[src/mmcp_pkg.sv]
package mmcp_pkg;

	// Core clock and bus geometry
	localparam int CLK_PERIOD_PS = 10000;
	localparam int AXI_AW = 11;
	localparam int AXI_DW = 32;

	// Build-option vector widths
	localparam int TXCFG_W = 80;
	localparam int TXCFG_PFC_W = 368;
	localparam int RXCFG_W = 80;
	localparam int RXCFG_PFC_W = 96;
	localparam int STATUS_W = 2;
	localparam int TXSTAT_W = 26;
	localparam int TXSTAT_PFC_W = 27;
	localparam int RXSTAT_W = 30;
	localparam int RXSTAT_PFC_W = 31;

	// Management word offsets
	localparam logic [10:0] ADDR_TX_CFG = 11'h400;
	localparam logic [10:0] ADDR_RX_CFG = 11'h404;
	localparam logic [10:0] ADDR_MDIO_CFG = 11'h500;
	localparam logic [10:0] ADDR_MDIO_CMD = 11'h504;
	localparam logic [10:0] ADDR_MDIO_RD = 11'h508;
	localparam logic [10:0] ADDR_STATUS = 11'h600;

	// Bus responses
	localparam logic [1:0] RESP_OKAY = 2'h0;
	localparam logic [1:0] RESP_SLVERR = 2'h2;

	// Reset values and field positions
	localparam logic [31:0] TX_CFG_RST = 32'h0000_0002;
	localparam logic [31:0] RX_CFG_RST = 32'h0000_0002;
	localparam logic [31:0] MDIO_CFG_RST = 32'h0000_0053;
	localparam int TXCFG_EN_BIT = 1;
	localparam int RXCFG_EN_BIT = 1;
	localparam int MDIO_EN_BIT = 6;
	localparam int MDIO_DIV_LSB = 0;
	localparam int MDIO_DIV_W = 6;
	localparam int MDIO_BUSY_BIT = 16;

	// Management frame layout
	localparam logic [5:0] MDIO_LAST_BIT = 6'h3f;
	localparam logic [5:0] MDIO_TA_BIT = 6'h2e;
	localparam logic [5:0] MDIO_DATA_BIT = 6'h30;
	localparam logic [1:0] OP_WRITE = 2'h1;
	localparam logic [1:0] OP_READ = 2'h2;

	// Timing figures and derived cycle counts
	localparam int RX_GAP_NS = 100;
	localparam int RX_GAP_CYC = (RX_GAP_NS * 1000) / CLK_PERIOD_PS;
	localparam int TX_SETTLE_NS = 200;
	localparam int TX_SETTLE_CYC =
		(TX_SETTLE_NS * 1000 + CLK_PERIOD_PS - 1) / CLK_PERIOD_PS;
	localparam int RX_LOCK_EDGES = 8;

	typedef struct packed {
		logic [1:0] op;
		logic [4:0] phy;
		logic [4:0] regad;
		logic [15:0] data;
	} mmcp_mdio_cmd_t;

	typedef enum logic [2:0] {
		MD_IDLE = 3'b001,
		MD_SHIFT = 3'b010,
		MD_DONE = 3'b100
	} mmcp_mdio_st_t;

endpackage

[src/mmcp_stat_capture.sv]
`timescale 1ns/1ps
`default_nettype none
module mmcp_stat_capture
	import mmcp_pkg::*;
#(
	parameter int W = 26
) (
	input wire logic clock, // Core clock
	input wire logic rst, // Synchronised core reset
	input wire logic enable, // Side enabled by configuration
	input wire logic frame_done, // One pulse per finished frame
	input wire logic [W-1:0] flags, // Per-frame flags from datapath
	output logic [W-1:0] vec_ff, // Captured flag word
	output logic valid_ff // One-cycle valid strobe
);

	wire take = frame_done && enable;

	// Word is loaded together with the strobe and then held
	always_ff @(posedge clock or posedge rst) begin
		if (rst) begin
			vec_ff <= '0;
			valid_ff <= 1'b0;
		end else begin
			valid_ff <= take;
			if (take) begin
				vec_ff <= flags;
			end
		end
	end

endmodule
`default_nettype wire

[src/mmcp_top.sv]
// How it works
// - An AXI4-Lite slave, 32-bit data, 11-bit address.
// - Reset high resets the core asynchronously.
// - Without the port, config vectors and status serve.
// - Flow control widens the config vectors.
// - Config bits are acted on as they stand.
// - Core drives mdc and MDIO; tri high releases the line.
// - Each sent frame yields a flag word and strobe.
// - Each received frame yields a flag word and strobe while rx clock is locked.
// - A tx clock and a 90 degree lagging copy are output.
// - A tx clock goes to the PHY; its rx clock comes in.
// - Rx logic runs on the core clock and outputs a PHY-derived clock.
// - A lock output shows rx clock alignment.
`timescale 1ns/1ps
`default_nettype none
module mmcp_top
	import mmcp_pkg::*;
#(
	parameter bit MGMT_PRESENT = 1'b1,
	parameter bit PFC_EN = 1'b0,
	localparam int TXC_W = PFC_EN ? TXCFG_PFC_W : TXCFG_W,
	localparam int RXC_W = PFC_EN ? RXCFG_PFC_W : RXCFG_W,
	localparam int TXS_W = PFC_EN ? TXSTAT_PFC_W : TXSTAT_W,
	localparam int RXS_W = PFC_EN ? RXSTAT_PFC_W : RXSTAT_W
) (
	input wire logic clock, // Core and management clock
	input wire logic rst, // Core reset, active high
	input wire logic s_axi_aresetn, // Management reset, active low
	input wire logic [AXI_AW-1:0] s_axi_awaddr, // Write address
	input wire logic s_axi_awvalid, // Write address valid
	output logic s_axi_awready, // Write address accept
	input wire logic [AXI_DW-1:0] s_axi_wdata, // Write data
	input wire logic s_axi_wvalid, // Write data valid
	output logic s_axi_wready, // Write data accept
	output logic [1:0] s_axi_bresp, // Write response
	output logic s_axi_bvalid, // Write response valid
	input wire logic s_axi_bready, // Write response accept
	input wire logic [AXI_AW-1:0] s_axi_araddr, // Read address
	input wire logic s_axi_arvalid, // Read address valid
	output logic s_axi_arready, // Read address accept
	output logic [AXI_DW-1:0] s_axi_rdata, // Read data
	output logic [1:0] s_axi_rresp, // Read response
	output logic s_axi_rvalid, // Read data valid
	input wire logic s_axi_rready, // Read data accept
	input wire logic [TXC_W-1:0] tx_cfg_vec_in, // Tx config vector
	input wire logic [RXC_W-1:0] rx_cfg_vec_in, // Rx config vector
	output logic [STATUS_W-1:0] status_vec, // Core status
	output logic mdc, // MDIO clock
	input wire logic mdio_in, // MDIO pin input
	output logic mdio_out, // MDIO pin output
	output logic mdio_tri, // High releases MDIO line
	input wire logic tx_frame_done, // Tx frame finished pulse
	input wire logic [TXS_W-1:0] tx_frame_flags, // Tx frame flags
	output logic [TXS_W-1:0] tx_stat_vec, // Tx statistics word
	output logic tx_stat_valid, // Tx statistics strobe
	input wire logic rx_frame_done, // Rx frame finished pulse
	input wire logic [RXS_W-1:0] rx_frame_flags, // Rx frame flags
	output logic [RXS_W-1:0] rx_stat_vec, // Rx statistics word
	output logic rx_stat_valid, // Rx statistics strobe
	output logic tx_system_clock, // Derived tx clock
	output logic tx_quadrature_clock, // Tx clock shifted 90 degrees
	output logic tx_clock_locked, // Tx clocking settled
	output logic phy_tx_clock, // Forwarded clock to PHY
	input wire logic phy_rx_clock, // Receive clock from PHY
	output logic rx_system_clock, // Derived rx clock
	output logic rx_clock_locked // Rx clock alignment achieved
);

	// Reset release synchroniser; assertion stays asynchronous
	logic rst_meta_ff, core_rst_ff;
	always_ff @(posedge clock or posedge rst) begin
		if (rst) begin
			rst_meta_ff <= 1'b1;
			core_rst_ff <= 1'b1;
		end else begin
			rst_meta_ff <= 1'b0;
			core_rst_ff <= rst_meta_ff;
		end
	end
	wire core_rst = core_rst_ff;
	wire axi_rst = !s_axi_aresetn;

	// Management slave state
	logic awready_ff, bvalid_ff, arready_ff, rvalid_ff;
	logic [1:0] bresp_ff, rresp_ff;
	logic [31:0] rdata_ff, txcfg_ff, rxcfg_ff, mdcfg_ff;
	logic mdio_busy_ff;
	logic [15:0] mdio_rd_ff;
	logic [STATUS_W-1:0] status_ff;

	// Handshake qualifiers
	wire aw_go = s_axi_awvalid && s_axi_wvalid && !bvalid_ff && !awready_ff;
	wire wr_fire = awready_ff && s_axi_awvalid && s_axi_wvalid;
	wire ar_go = s_axi_arvalid && !arready_ff && !rvalid_ff;
	wire rd_fire = arready_ff && s_axi_arvalid;

	// Write decode
	wire wr_txcfg = s_axi_awaddr == ADDR_TX_CFG;
	wire wr_rxcfg = s_axi_awaddr == ADDR_RX_CFG;
	wire wr_mdcfg = s_axi_awaddr == ADDR_MDIO_CFG;
	wire wr_mdcmd = s_axi_awaddr == ADDR_MDIO_CMD;
	wire wr_ok = wr_txcfg || wr_rxcfg || wr_mdcfg ||
		(wr_mdcmd && !mdio_busy_ff);
	wire mdio_start = wr_fire && wr_mdcmd && !mdio_busy_ff;

	// Read decode; unmapped and write-only addresses answer SLVERR
	wire rd_hit = s_axi_araddr == ADDR_TX_CFG ||
		s_axi_araddr == ADDR_RX_CFG || s_axi_araddr == ADDR_MDIO_CFG ||
		s_axi_araddr == ADDR_MDIO_RD || s_axi_araddr == ADDR_STATUS;
	wire [31:0] rd_mux =
		(s_axi_araddr == ADDR_TX_CFG) ? txcfg_ff :
		(s_axi_araddr == ADDR_RX_CFG) ? rxcfg_ff :
		(s_axi_araddr == ADDR_MDIO_CFG) ? mdcfg_ff :
		(s_axi_araddr == ADDR_MDIO_RD) ?
			{15'h0000, mdio_busy_ff, mdio_rd_ff} :
		(s_axi_araddr == ADDR_STATUS) ?
			{30'h0000_0000, status_ff} : 32'h0000_0000;

	// Write channel
	always_ff @(posedge clock or posedge axi_rst) begin
		if (axi_rst) begin
			awready_ff <= 1'b0;
			bvalid_ff <= 1'b0;
			bresp_ff <= RESP_OKAY;
		end else begin
			awready_ff <= aw_go;
			if (wr_fire) begin
				bvalid_ff <= 1'b1;
				bresp_ff <= wr_ok ? RESP_OKAY : RESP_SLVERR;
			end else if (s_axi_bready) begin
				bvalid_ff <= 1'b0;
			end
		end
	end

	// Host-written config words
	always_ff @(posedge clock or posedge axi_rst) begin
		if (axi_rst) begin
			txcfg_ff <= TX_CFG_RST;
			rxcfg_ff <= RX_CFG_RST;
			mdcfg_ff <= MDIO_CFG_RST;
		end else if (wr_fire) begin
			if (wr_txcfg) txcfg_ff <= s_axi_wdata;
			if (wr_rxcfg) rxcfg_ff <= s_axi_wdata;
			if (wr_mdcfg) mdcfg_ff <= s_axi_wdata;
		end
	end

	// Read channel
	always_ff @(posedge clock or posedge axi_rst) begin
		if (axi_rst) begin
			arready_ff <= 1'b0;
			rvalid_ff <= 1'b0;
			rresp_ff <= RESP_OKAY;
			rdata_ff <= 32'h0000_0000;
		end else begin
			arready_ff <= ar_go;
			if (rd_fire) begin
				rvalid_ff <= 1'b1;
				rdata_ff <= rd_mux;
				rresp_ff <= rd_hit ? RESP_OKAY : RESP_SLVERR;
			end else if (s_axi_rready) begin
				rvalid_ff <= 1'b0;
			end
		end
	end

	// Live config source, used as it stands
	wire [31:0] tx_cfg = MGMT_PRESENT ? txcfg_ff : tx_cfg_vec_in[31:0];
	wire [31:0] rx_cfg = MGMT_PRESENT ? rxcfg_ff : rx_cfg_vec_in[31:0];
	wire [31:0] md_cfg = MGMT_PRESENT ? mdcfg_ff : MDIO_CFG_RST;
	wire tx_en = tx_cfg[TXCFG_EN_BIT];
	wire rx_en = rx_cfg[RXCFG_EN_BIT];
	wire md_en = md_cfg[MDIO_EN_BIT];
	wire [MDIO_DIV_W-1:0] md_div = md_cfg[MDIO_DIV_LSB +: MDIO_DIV_W];

	// MDIO clock divider; mdc stops low while disabled
	logic [MDIO_DIV_W-1:0] mdc_cnt_ff;
	logic mdc_ff;
	wire mdc_tick = md_en && (mdc_cnt_ff >= md_div);
	wire mdc_rise = mdc_tick && !mdc_ff;
	wire mdc_fall = mdc_tick && mdc_ff;
	always_ff @(posedge clock or posedge core_rst) begin
		if (core_rst) begin
			mdc_cnt_ff <= '0;
			mdc_ff <= 1'b0;
		end else if (!md_en) begin
			mdc_cnt_ff <= '0;
			mdc_ff <= 1'b0;
		end else begin
			mdc_cnt_ff <= mdc_tick ? '0 : mdc_cnt_ff + 1'b1;
			if (mdc_tick) mdc_ff <= !mdc_ff;
		end
	end

	// MDIO input synchroniser
	logic mdi_s1_ff, mdi_s2_ff;
	always_ff @(posedge clock or posedge core_rst) begin
		if (core_rst) begin
			mdi_s1_ff <= 1'b1;
			mdi_s2_ff <= 1'b1;
		end else begin
			mdi_s1_ff <= mdio_in;
			mdi_s2_ff <= mdi_s1_ff;
		end
	end

	// Management frame: 32 preamble ones, then start, op, addresses, data
	mmcp_mdio_st_t md_st_ff, nxt_md_st;
	mmcp_mdio_cmd_t cmd_ff;
	logic [5:0] bit_ff;
	logic mdo_ff, mdt_ff;
	wire [31:0] frame = {2'b01, cmd_ff.op, cmd_ff.phy, cmd_ff.regad,
		2'b10, cmd_ff.data};
	wire is_read = cmd_ff.op == OP_READ;
	wire in_pre = !bit_ff[5];
	wire nxt_mdo = in_pre ? 1'b1 : frame[5'd31 - bit_ff[4:0]];
	wire nxt_rel = is_read && (bit_ff >= MDIO_TA_BIT);
	wire last_bit = bit_ff == MDIO_LAST_BIT;
	wire launched = !mdt_ff || nxt_rel; // No rise before bit 0 is out

	// Next state of the frame engine
	always_comb begin
		nxt_md_st = md_st_ff;
		case (md_st_ff)
			MD_IDLE: if (mdio_start) nxt_md_st = MD_SHIFT;
			MD_SHIFT: if (mdc_rise && last_bit) nxt_md_st = MD_DONE;
			MD_DONE: if (mdc_fall) nxt_md_st = MD_IDLE;
			default: nxt_md_st = MD_IDLE;
		endcase
	end

	// Drive on mdc fall, sample and advance on mdc rise
	always_ff @(posedge clock or posedge core_rst) begin
		if (core_rst) begin
			md_st_ff <= MD_IDLE;
			cmd_ff <= '0;
			bit_ff <= '0;
			mdo_ff <= 1'b1;
			mdt_ff <= 1'b1;
			mdio_busy_ff <= 1'b0;
			mdio_rd_ff <= 16'h0000;
		end else begin
			md_st_ff <= nxt_md_st;
			if (mdio_start) begin
				cmd_ff <= mmcp_mdio_cmd_t'(s_axi_wdata[27:0]);
				bit_ff <= '0;
				mdio_busy_ff <= 1'b1;
			end
			if (md_st_ff == MD_SHIFT && mdc_fall) begin
				mdo_ff <= nxt_mdo;
				mdt_ff <= nxt_rel;
			end
			if (md_st_ff == MD_SHIFT && mdc_rise && launched) begin
				bit_ff <= bit_ff + 1'b1;
				if (is_read && bit_ff >= MDIO_DATA_BIT)
					mdio_rd_ff <= {mdio_rd_ff[14:0], mdi_s2_ff};
			end
			if (md_st_ff == MD_DONE && mdc_fall) begin
				mdt_ff <= 1'b1; // Release line between frames
				mdio_busy_ff <= 1'b0;
			end
		end
	end

	// Transmit clocks: divide by four, quadrature is one quarter behind
	logic [1:0] txph_ff;
	logic txc0_ff, txc90_ff, phytx_ff, txlock_ff;
	logic [7:0] settle_ff;
	wire [1:0] nxt_txph = txph_ff + 2'h1;
	always_ff @(posedge clock or posedge core_rst) begin
		if (core_rst) begin
			txph_ff <= 2'h0;
			txc0_ff <= 1'b0;
			txc90_ff <= 1'b0;
			phytx_ff <= 1'b0;
			settle_ff <= 8'h00;
			txlock_ff <= 1'b0;
		end else begin
			txph_ff <= nxt_txph;
			txc0_ff <= nxt_txph[1];
			txc90_ff <= txc0_ff;
			// Forwarded clock from its own flop, same value as the tx clock
			phytx_ff <= nxt_txph[1] ? 1'b1 : 1'b0;
			if (settle_ff != 8'(TX_SETTLE_CYC))
				settle_ff <= settle_ff + 8'h01;
			txlock_ff <= settle_ff == 8'(TX_SETTLE_CYC);
		end
	end

	// PHY rx clock: sync, edge and lock tracking
	logic rxc_s1_ff, rxc_s2_ff, rxc_s3_ff, rxclk_ff, rxlock_ff;
	logic [7:0] gap_ff;
	logic [3:0] edges_ff;
	wire rx_edge = rxc_s2_ff && !rxc_s3_ff;
	wire gap_over = gap_ff >= 8'(RX_GAP_CYC);
	always_ff @(posedge clock or posedge core_rst) begin
		if (core_rst) begin
			rxc_s1_ff <= 1'b0;
			rxc_s2_ff <= 1'b0;
			rxc_s3_ff <= 1'b0;
			rxclk_ff <= 1'b0;
			gap_ff <= 8'h00;
			edges_ff <= 4'h0;
			rxlock_ff <= 1'b0;
		end else begin
			rxc_s1_ff <= phy_rx_clock;
			rxc_s2_ff <= rxc_s1_ff;
			rxc_s3_ff <= rxc_s2_ff;
			rxclk_ff <= rxc_s2_ff;
			if (rx_edge) begin
				gap_ff <= 8'h00;
				if (edges_ff != 4'(RX_LOCK_EDGES))
					edges_ff <= edges_ff + 4'h1;
			end else if (gap_over) begin
				edges_ff <= 4'h0;
			end else begin
				gap_ff <= gap_ff + 8'h01;
			end
			// Lock drops once no PHY clock edge is seen for RX_GAP_CYC cycles
			rxlock_ff <= !gap_over && edges_ff == 4'(RX_LOCK_EDGES);
		end
	end

	// Status word: rx lock above tx lock
	always_ff @(posedge clock or posedge core_rst) begin
		if (core_rst) begin
			status_ff <= '0;
		end else begin
			status_ff <= {rxlock_ff, txlock_ff};
		end
	end

	// Per-frame statistics
	mmcp_stat_capture #(.W(TXS_W)) u_tx_stat (
		.clock(clock),
		.rst(core_rst),
		.enable(tx_en),
		.frame_done(tx_frame_done),
		.flags(tx_frame_flags),
		.vec_ff(tx_stat_vec),
		.valid_ff(tx_stat_valid)
	);
	mmcp_stat_capture #(.W(RXS_W)) u_rx_stat (
		.clock(clock),
		.rst(core_rst),
		.enable(rx_en && rxlock_ff),
		.frame_done(rx_frame_done),
		.flags(rx_frame_flags),
		.vec_ff(rx_stat_vec),
		.valid_ff(rx_stat_valid)
	);

	// Outputs straight from flops
	assign s_axi_awready = awready_ff;
	assign s_axi_wready = awready_ff;
	assign s_axi_bvalid = bvalid_ff;
	assign s_axi_bresp = bresp_ff;
	assign s_axi_arready = arready_ff;
	assign s_axi_rvalid = rvalid_ff;
	assign s_axi_rresp = rresp_ff;
	assign s_axi_rdata = rdata_ff;
	assign status_vec = status_ff;
	assign mdc = mdc_ff;
	assign mdio_out = mdo_ff;
	assign mdio_tri = mdt_ff;
	assign tx_system_clock = txc0_ff;
	assign tx_quadrature_clock = txc90_ff;
	assign tx_clock_locked = txlock_ff;
	assign phy_tx_clock = phytx_ff;
	assign rx_system_clock = rxclk_ff;
	assign rx_clock_locked = rxlock_ff;

endmodule
`default_nettype wire

[config.mk]
export PLATFORM = sky130hd
export DESIGN_NAME = mmcp_top
export DESIGN_NICKNAME = d
export VERILOG_FILES = /design/src/mmcp_pkg.sv /design/src/mmcp_stat_capture.sv /design/src/mmcp_top.sv
export SDC_FILE = /design/constraint.sdc
export NUM_CORES = 1
export LEC_CHECK = 0
export ABC_AREA = 1
export BUFFER_PORTS_ARGS = -buffer_cell sky130_fd_sc_hd__buf_2
export CORE_MARGIN = 5
export CORE_UTILIZATION = 40
export DETAILED_ROUTE_END_ITERATION = 8
export GPL_ROUTABILITY_DRIVEN = 0
export HOLD_SLACK_MARGIN = 0.1
export MAX_ROUTING_LAYER = met4
export PLACE_DENSITY_LB_ADDON = 0.12
export SYNTH_ARGS = -nofsm -noshare
export SYNTH_HDL_FRONTEND = slang
export SYNTH_SLANG_ARGS = --single-unit
[constraint.sdc]
create_clock -name clock -period 8.4 [get_ports clock]
set_clock_uncertainty 0.2 [all_clocks]
set_input_delay 1.68 -clock clock [delete_from_list [all_inputs] [get_ports clock]]
set_output_delay 1.68 -clock clock [all_outputs]
set_load 0.005 [all_outputs]
==> results of run 1 <==
==> metal layers <==
layer	up-vias	share of wire
met5	-	0
met4	0	0.017
met3	52	0.069
met2	290	0.45
met1	4872	0.46
li1	5093	-
==> layout make-up <==
cell class / count / area (sq um)
fill: 3102 / 16200
tap: 402 / 503
clock inverter: 5 / 77.6
clock buffer: 56 / 1080
multi-input combinational: 975 / 4610
timing repair buffer: 238 / 1220
inverter: 122 / 463
antenna: 3 / 7.51
sequential: 289 / 7250
==> per-stage QoR <==
stage               setup WS, ps  area (sq um)  total power, uW  utilization
global placement            3960         14000             1640        0.447
detailed placement          3920         14000             1640        0.447
finish                      4460         15200             3110        0.484
CTS                         4440         15200             3160        0.484
floorplan                   3760         12600             1550            -
global route                4290         15200             3240        0.484
==> cells in the final DEF (no fill, tap or decap), types with 11 or more instances in the layout <==
cell	n
clkbuf_1	11
buf_2	228
nand3_1	152
clkbuf_16	37
inv_1	111
o21ai_0	30
o211ai_1	26
dfstp_2	13
ha_1	14
dfrtp_1	276
nand2_1	508
nor2_1	44
o21a_1	28
o21ai_1	107
==> registers in the layout (all words and copies together) (netlist names), 4 cells and up <==
register,count
bit_ff,6
cmd_ff,28
edges_ff,4
gap_ff,8
md_cfg,32
mdc_cnt_ff,6
mdio_rd_ff,16
rx_cfg,32
s_axi_rdata,32
settle_ff,8
tx_cfg,32
u_rx_stat.vec_ff,30
u_tx_stat.vec_ff,26
==> worst reg2reg max path, cell delays in order (launching register included) <==
cell,delay (ps)
dfstp_2,530
inv_1,60
ha_1,270
nand2_1,70
nor2_1,120
nand2_1,80
nand2_1,130
nand3_1,200
nor2_4,500
nand2_4,250
nand2_1,130
nand2_1,50
==> Yosys cell counts, drive strengths merged (2+ instances only) <==
cell / count
dfstp: 13
nor3b: 2
dfrtp: 276
nor2: 50
inv: 120
buf: 33
o21a: 28
a21oi: 6
o211ai: 26
clkbuf: 36
ha: 14
xnor2: 3
xor2: 9
nand4: 7
nand2: 513
nand3: 156
nand3b: 3
clkinv: 2
or2: 3
o21ai: 138
nor3: 11
==> logic make-up after synthesis <==
| kind of cell | Yosys count | synth area share |
|---|---|---|
| xor gates and xnor gates | 12 | 0.00833 |
| other | 1 | 0.000297 |
| AOI/OAI and AO/OA | 200 | 0.0906 |
| buffers and inverters | 191 | 0.0625 |
| adders and majority gates | 14 | 0.0139 |
| DFF | 289 | 0.574 |
| and+or+nand+nor | 746 | 0.250 |
==> power groups by stage <==
stage | combinational, uW | sequential (uW) | clock [uW]
after CTS | 175 | 1440 | 1550
after global routing | 194 | 1450 | 1600
after global placement | 170 | 1470 | 0
after detailed placement | 175 | 1470 | 0
final | 168 | 1440 | 1500
after floorplan | 88.2 | 1460 | 0
==> final timing paths <==
path | startpoint | cells past startpoint | endpoint
setup / recovery | s_axi_araddr[8] | 7 | s_axi_rdata[9]$_DFFE_PN0P_
hold / removal | rxc_s1_ff$_DFF_PP0_ | 0 | rxc_s2_ff$_DFF_PP0_
setup reg to reg | md_cfg[4]$_DFFE_PN1P_ | 11 | mdio_rd_ff[0]$_DFFE_PP0P_
hold reg to reg | rxc_s1_ff$_DFF_PP0_ | 0 | rxc_s2_ff$_DFF_PP0_
max in group asynchronous | s_axi_aresetn | 2 | s_axi_bvalid$_DFFE_PN0P_
min in group asynchronous | core_rst$_DFF_PP1_ | 1 | tx_quadrature_clock$_DFF_PP0_
==> flow_metrics.env, run 1 <==
export IMPL_routedWlPerCell_microns=15.9
export IMPL_seq_area_frac_synth=0.574
export IMPL_area_growth_pct=20.5
export IMPL_power_density_nw_per_um2=205
export IMPL_synthFlopType="dfrtp_1"
export IMPL_holdWs_ps=147
export IMPL_cts_buffer_depth=3
export IMPL_cts_htree_levels=2
export IMPL_initial_core_util=0.402
export IMPL_period_share=0.469
export IMPL_grt_start_max_net_pins=96
export IMPL_ys_seq_elements=289
export IMPL_cts_tree="built"
export IMPL_core_area_sq_um=31400
export IMPL_grt_util_met2=0.299
export IMPL_dieWidth_microns=188
export IMPL_fin_tns_setup_ps=0
export IMPL_p_leak_uw=0.00812
export IMPL_grt_usage=0.193
export IMPL_cp_slowest_cell="nand2_1"
export IMPL_yosysWarnings=0
export IMPL_critPathTopFamily="simple AND/OR/NAND/NOR gates"
export IMPL_ys_async_sr_fraction=1.00
export IMPL_synthDistinctLibCells=38
export IMPL_slew_violations=0
export IMPL_clock_sinks=289
export IMPL_cts_buffers=34
export IMPL_p_sw_uw=697
export IMPL_post_cts_buffers=0
export IMPL_drtIter0Drc=580
export IMPL_endpoint_kind="flip-flop"
export IMPL_grtUsageMet3=0.0477
export IMPL_drive_above_1_share=0.198
export IMPL_synth_area_leaders="dfrtp_1, nand2_1, nand3_1"
export IMPL_port_buffers=229
export IMPL_nets=1956
export IMPL_tightest_slew_ps=1050
export IMPL_reg2reg_slack_ps=5700
export IMPL_synth_top_area_cell="dfrtp_1"
export IMPL_hp_class="reg2reg"
export IMPL_ios=392
export IMPL_outcome="finished, final reports clean"
export IMPL_finalSetupViolations=0
export IMPL_postCtsHoldBufs=0
export IMPL_cp_common_cell="nand2_1"
export IMPL_synth_edf_count=0
export IMPL_rsz0062_at_grt="no"
export IMPL_worstPathMaxFanout=22
export IMPL_path_cells="buf_2, inv_1, nand3_1, nor2_2, nand2_1, o211ai_1, nand2_1"
export IMPL_worst_path_buf_inv=2
export IMPL_drc_errors=0
export IMPL_grt_pass1_vias=10300
export IMPL_max_slew_margin=0.302
export IMPL_drtAntennaViolNets=0
export IMPL_max_freq_mhz=254
export IMPL_routed_wl_microns=33200
export IMPL_syn_area_sq_um=12600
export IMPL_internal_power_uw=2410
export IMPL_synth_top_area_frac=0.547
export IMPL_maxCapViolCount=0
export IMPL_slowest_delay_ps=750
export IMPL_vias_per_cell=4.93
export IMPL_dieArea_sq_um=35200
export IMPL_worstSetupPathType="in2reg"
export IMPL_clkTransAtPathRegs_ps=60
export IMPL_pwr_share_clk=0.482
export IMPL_grt_pass1_wl_microns=54600
export IMPL_vias=10300
export IMPL_rows=65
export IMPL_cts_root_buffer="clkbuf_16"
export IMPL_worstPathArrival_ps=4110
export IMPL_grt_remaining_overflow=0
export IMPL_fin_cells=2090
export IMPL_swShare=0.224
export IMPL_seq_power_share=0.464
export IMPL_hpwl_microns=22200
export IMPL_antenna_found_initial=3
export IMPL_ir_drop_v=0.000103
export IMPL_fp_dieH_microns=188
export IMPL_cp_start_kind="input port"
export IMPL_grtUsageMet1=0.260
export IMPL_grt_busiest_layer="met2"
export IMPL_synthCells=1453
export IMPL_clock_latency_ps=500
export IMPL_dp_cells=2026
export IMPL_layout_min_cycle_time_ps=3940
export IMPL_crit_required_ps=8570
export IMPL_final_hold_viol_count=0
export IMPL_p_comb_frac=0.054
export IMPL_drt_pass1_iterations=5
export IMPL_syn_area_per_cell_sq_um=8.69
export IMPL_cts_resized=0
No activity file was read; power rests on OpenSTA's default activity.
==> run 2, diff against run 1 <==
==> constraint.sdc (replaced) <==
create_clock -name clock -period 4.1 [get_ports clock]
set_clock_uncertainty 0.2 [all_clocks]
set_input_delay 0.82 -clock clock [delete_from_list [all_inputs] [get_ports clock]]
set_output_delay 0.82 -clock clock [all_outputs]
set_load 0.005 [all_outputs]
==> flow_metrics.env, run 2 (synthesized netlist as in run 1, its figures left out) <==
export IMPL_ios=392
export IMPL_tightest_slew_ps=924
export IMPL_grt_usage=0.194
export IMPL_postCtsHoldBufs=0
export IMPL_area_growth_pct=21.1
export IMPL_hp_class="reg2async"
export IMPL_cp_start_kind="flip-flop"
export IMPL_drtAntennaViolNets=0
export IMPL_routed_wl_microns=33500
export IMPL_layout_min_cycle_time_ps=2680
export IMPL_post_cts_buffers=0
export IMPL_nets=1961
export IMPL_grt_pass1_vias=10300
export IMPL_slowest_delay_ps=520
export IMPL_drc_errors=0
export IMPL_hpwl_microns=22500
export IMPL_fin_tns_setup_ps=0
export IMPL_vias=10300
export IMPL_dieArea_sq_um=35200
export IMPL_power_density_nw_per_um2=420
export IMPL_fp_dieH_microns=188
export IMPL_initial_core_util=0.402
export IMPL_finalSetupViolations=0
export IMPL_wl_met1_microns=15300
export IMPL_drt_pass1_iterations=4
export IMPL_vias_per_cell=4.90
export IMPL_rows=65
export IMPL_grt_pass1_wl_microns=54700
export IMPL_dieWidth_microns=188
export IMPL_drtIter0Drc=571
export IMPL_cts_tree="built"
export IMPL_cts_htree_levels=2
export IMPL_dp_cells=2031
export IMPL_routedWlPerCell_microns=16.0
export IMPL_cp_common_cell="nand2_1"
export IMPL_maxCapViolCount=0
export IMPL_port_buffers=229
export IMPL_grt_start_max_net_pins=131
export IMPL_critPathTopFamily="simple AND/OR/NAND/NOR gates"
export IMPL_fin_cells=2097
export IMPL_cp_slowest_cell="dfstp_2"
export IMPL_cts_buffer_depth=3
export IMPL_clock_latency_ps=500
export IMPL_clock_sinks=289
export IMPL_path_cells="inv_1, ha_1, nand2_1, nor2_1, nand2_1, nand2_1, nand3_1, nor2_4, nand2_4, nand2_1, nand2_1"
export IMPL_grt_remaining_overflow=0
export IMPL_worstPathMaxFanout=23
export IMPL_worstPathArrival_ps=2870
export IMPL_endpoint_kind="flip-flop"
export IMPL_p_leak_uw=0.00817
export IMPL_slew_violations=0
export IMPL_max_slew_margin=0.384
export IMPL_final_hold_viol_count=0
export IMPL_rsz0062_at_grt="no"
export IMPL_routed_wl_met2_microns=15200
export IMPL_layout_common_cells="nand2_1, dfrtp_1, buf_2, nand3_1, inv_1"
export IMPL_cts_buffers=34
export IMPL_clkTransAtPathRegs_ps=60
export IMPL_cts_root_buffer="clkbuf_16"
export IMPL_outcome="finished, final reports clean"
export IMPL_worstSetupPathType="reg2reg"
export IMPL_met3WireLength_microns=2230
export IMPL_max_freq_mhz=374
export IMPL_drive_above_1_share=0.201
export IMPL_worst_path_buf_inv=1
export IMPL_final_common_cell="nand2_1"
export IMPL_core_area_sq_um=31400
export IMPL_antenna_found_initial=4
export IMPL_ir_drop_v=0.000259
export IMPL_cts_resized=0
export IMPL_crit_required_ps=4290
export IMPL_highest_layer="met4"
export IMPL_period_share=0.653
run 2: changes by cell type in the layout (fill, tap and decap cells not counted), sizes merged:
cell / previous run / this run
diode: 3 / 4
buf: 238 / 243
clkbuf: 56 / 57
clkinv: 4 / 5
inv: 120 / 119
run 2: worst register-to-register path: stages, from the launching register on:
cell	delay (ps)
dfstp_2	520
inv_1	60
ha_1	270
nand2_1	60
nor2_1	110
nand2_1	80
nand2_1	110
nand3_1	190
nor2_4	520
nand2_4	270
nand2_1	120
nand2_1	50
run 2: metal layers:
metal,global-route usage,up-vias
li1,-,5097
met1,0.259,4861
met2,0.302,272
met3,0.0488,46
met4,0.0457,0
met5,-,-
run 2: final cells by class:
type	count	area [sq um]
Antenna cell	4	10.0
Fill cell	3156	16100
Clock inverter	5	75.1
Tap cell	402	503
Inverter	122	462
Timing Repair Buffer	243	1280
Sequential cell	289	7250
Multi-Input combinational cell	975	4610
Clock buffer	57	1100
run 2: power breakdown:
part / switching [uW] / internal (uW)
clock network: 1150 / 1950
logic: 227 / 121
registers: 46.8 / 2910
run 2: per-stage QoR:
step | total power (uW) | hold slack, ps | utilization | worst slack (ps) | area (sq um)
finish | 6410 | 101 | 0.487 | 1420 | 15300
global route | 6700 | 139 | 0.487 | 1100 | 15300
CTS | 6510 | 121 | 0.487 | 1400 | 15300
detailed placement | 3370 | 122 | 0.449 | 1090 | 14100
global placement | 3360 | 124 | 0.449 | 1140 | 14100
floorplan | 3180 | 131 | - | 1600 | 12600
run 2: path summary, 6_finish.rpt:
path,from,end,slack [ps],cells past startpoint
max,md_cfg[4]$_DFFE_PN1P_,mdio_rd_ff[0]$_DFFE_PP0P_,1420,11
min,core_rst$_DFF_PP1_,phy_tx_clock$_DFF_PP0_,100,1
max reg2reg,md_cfg[4]$_DFFE_PN1P_,mdio_rd_ff[0]$_DFFE_PP0P_,1420,11
min reg2reg,core_rst$_DFF_PP1_,phy_tx_clock$_DFF_PP0_,100,1
max in group asynchronous,core_rst$_DFF_PP1_,u_rx_stat.vec_ff[14]$_DFFE_PP0P_,2540,2
min in group clock,rxc_s1_ff$_DFF_PP0_,rxc_s2_ff$_DFF_PP0_,150,0
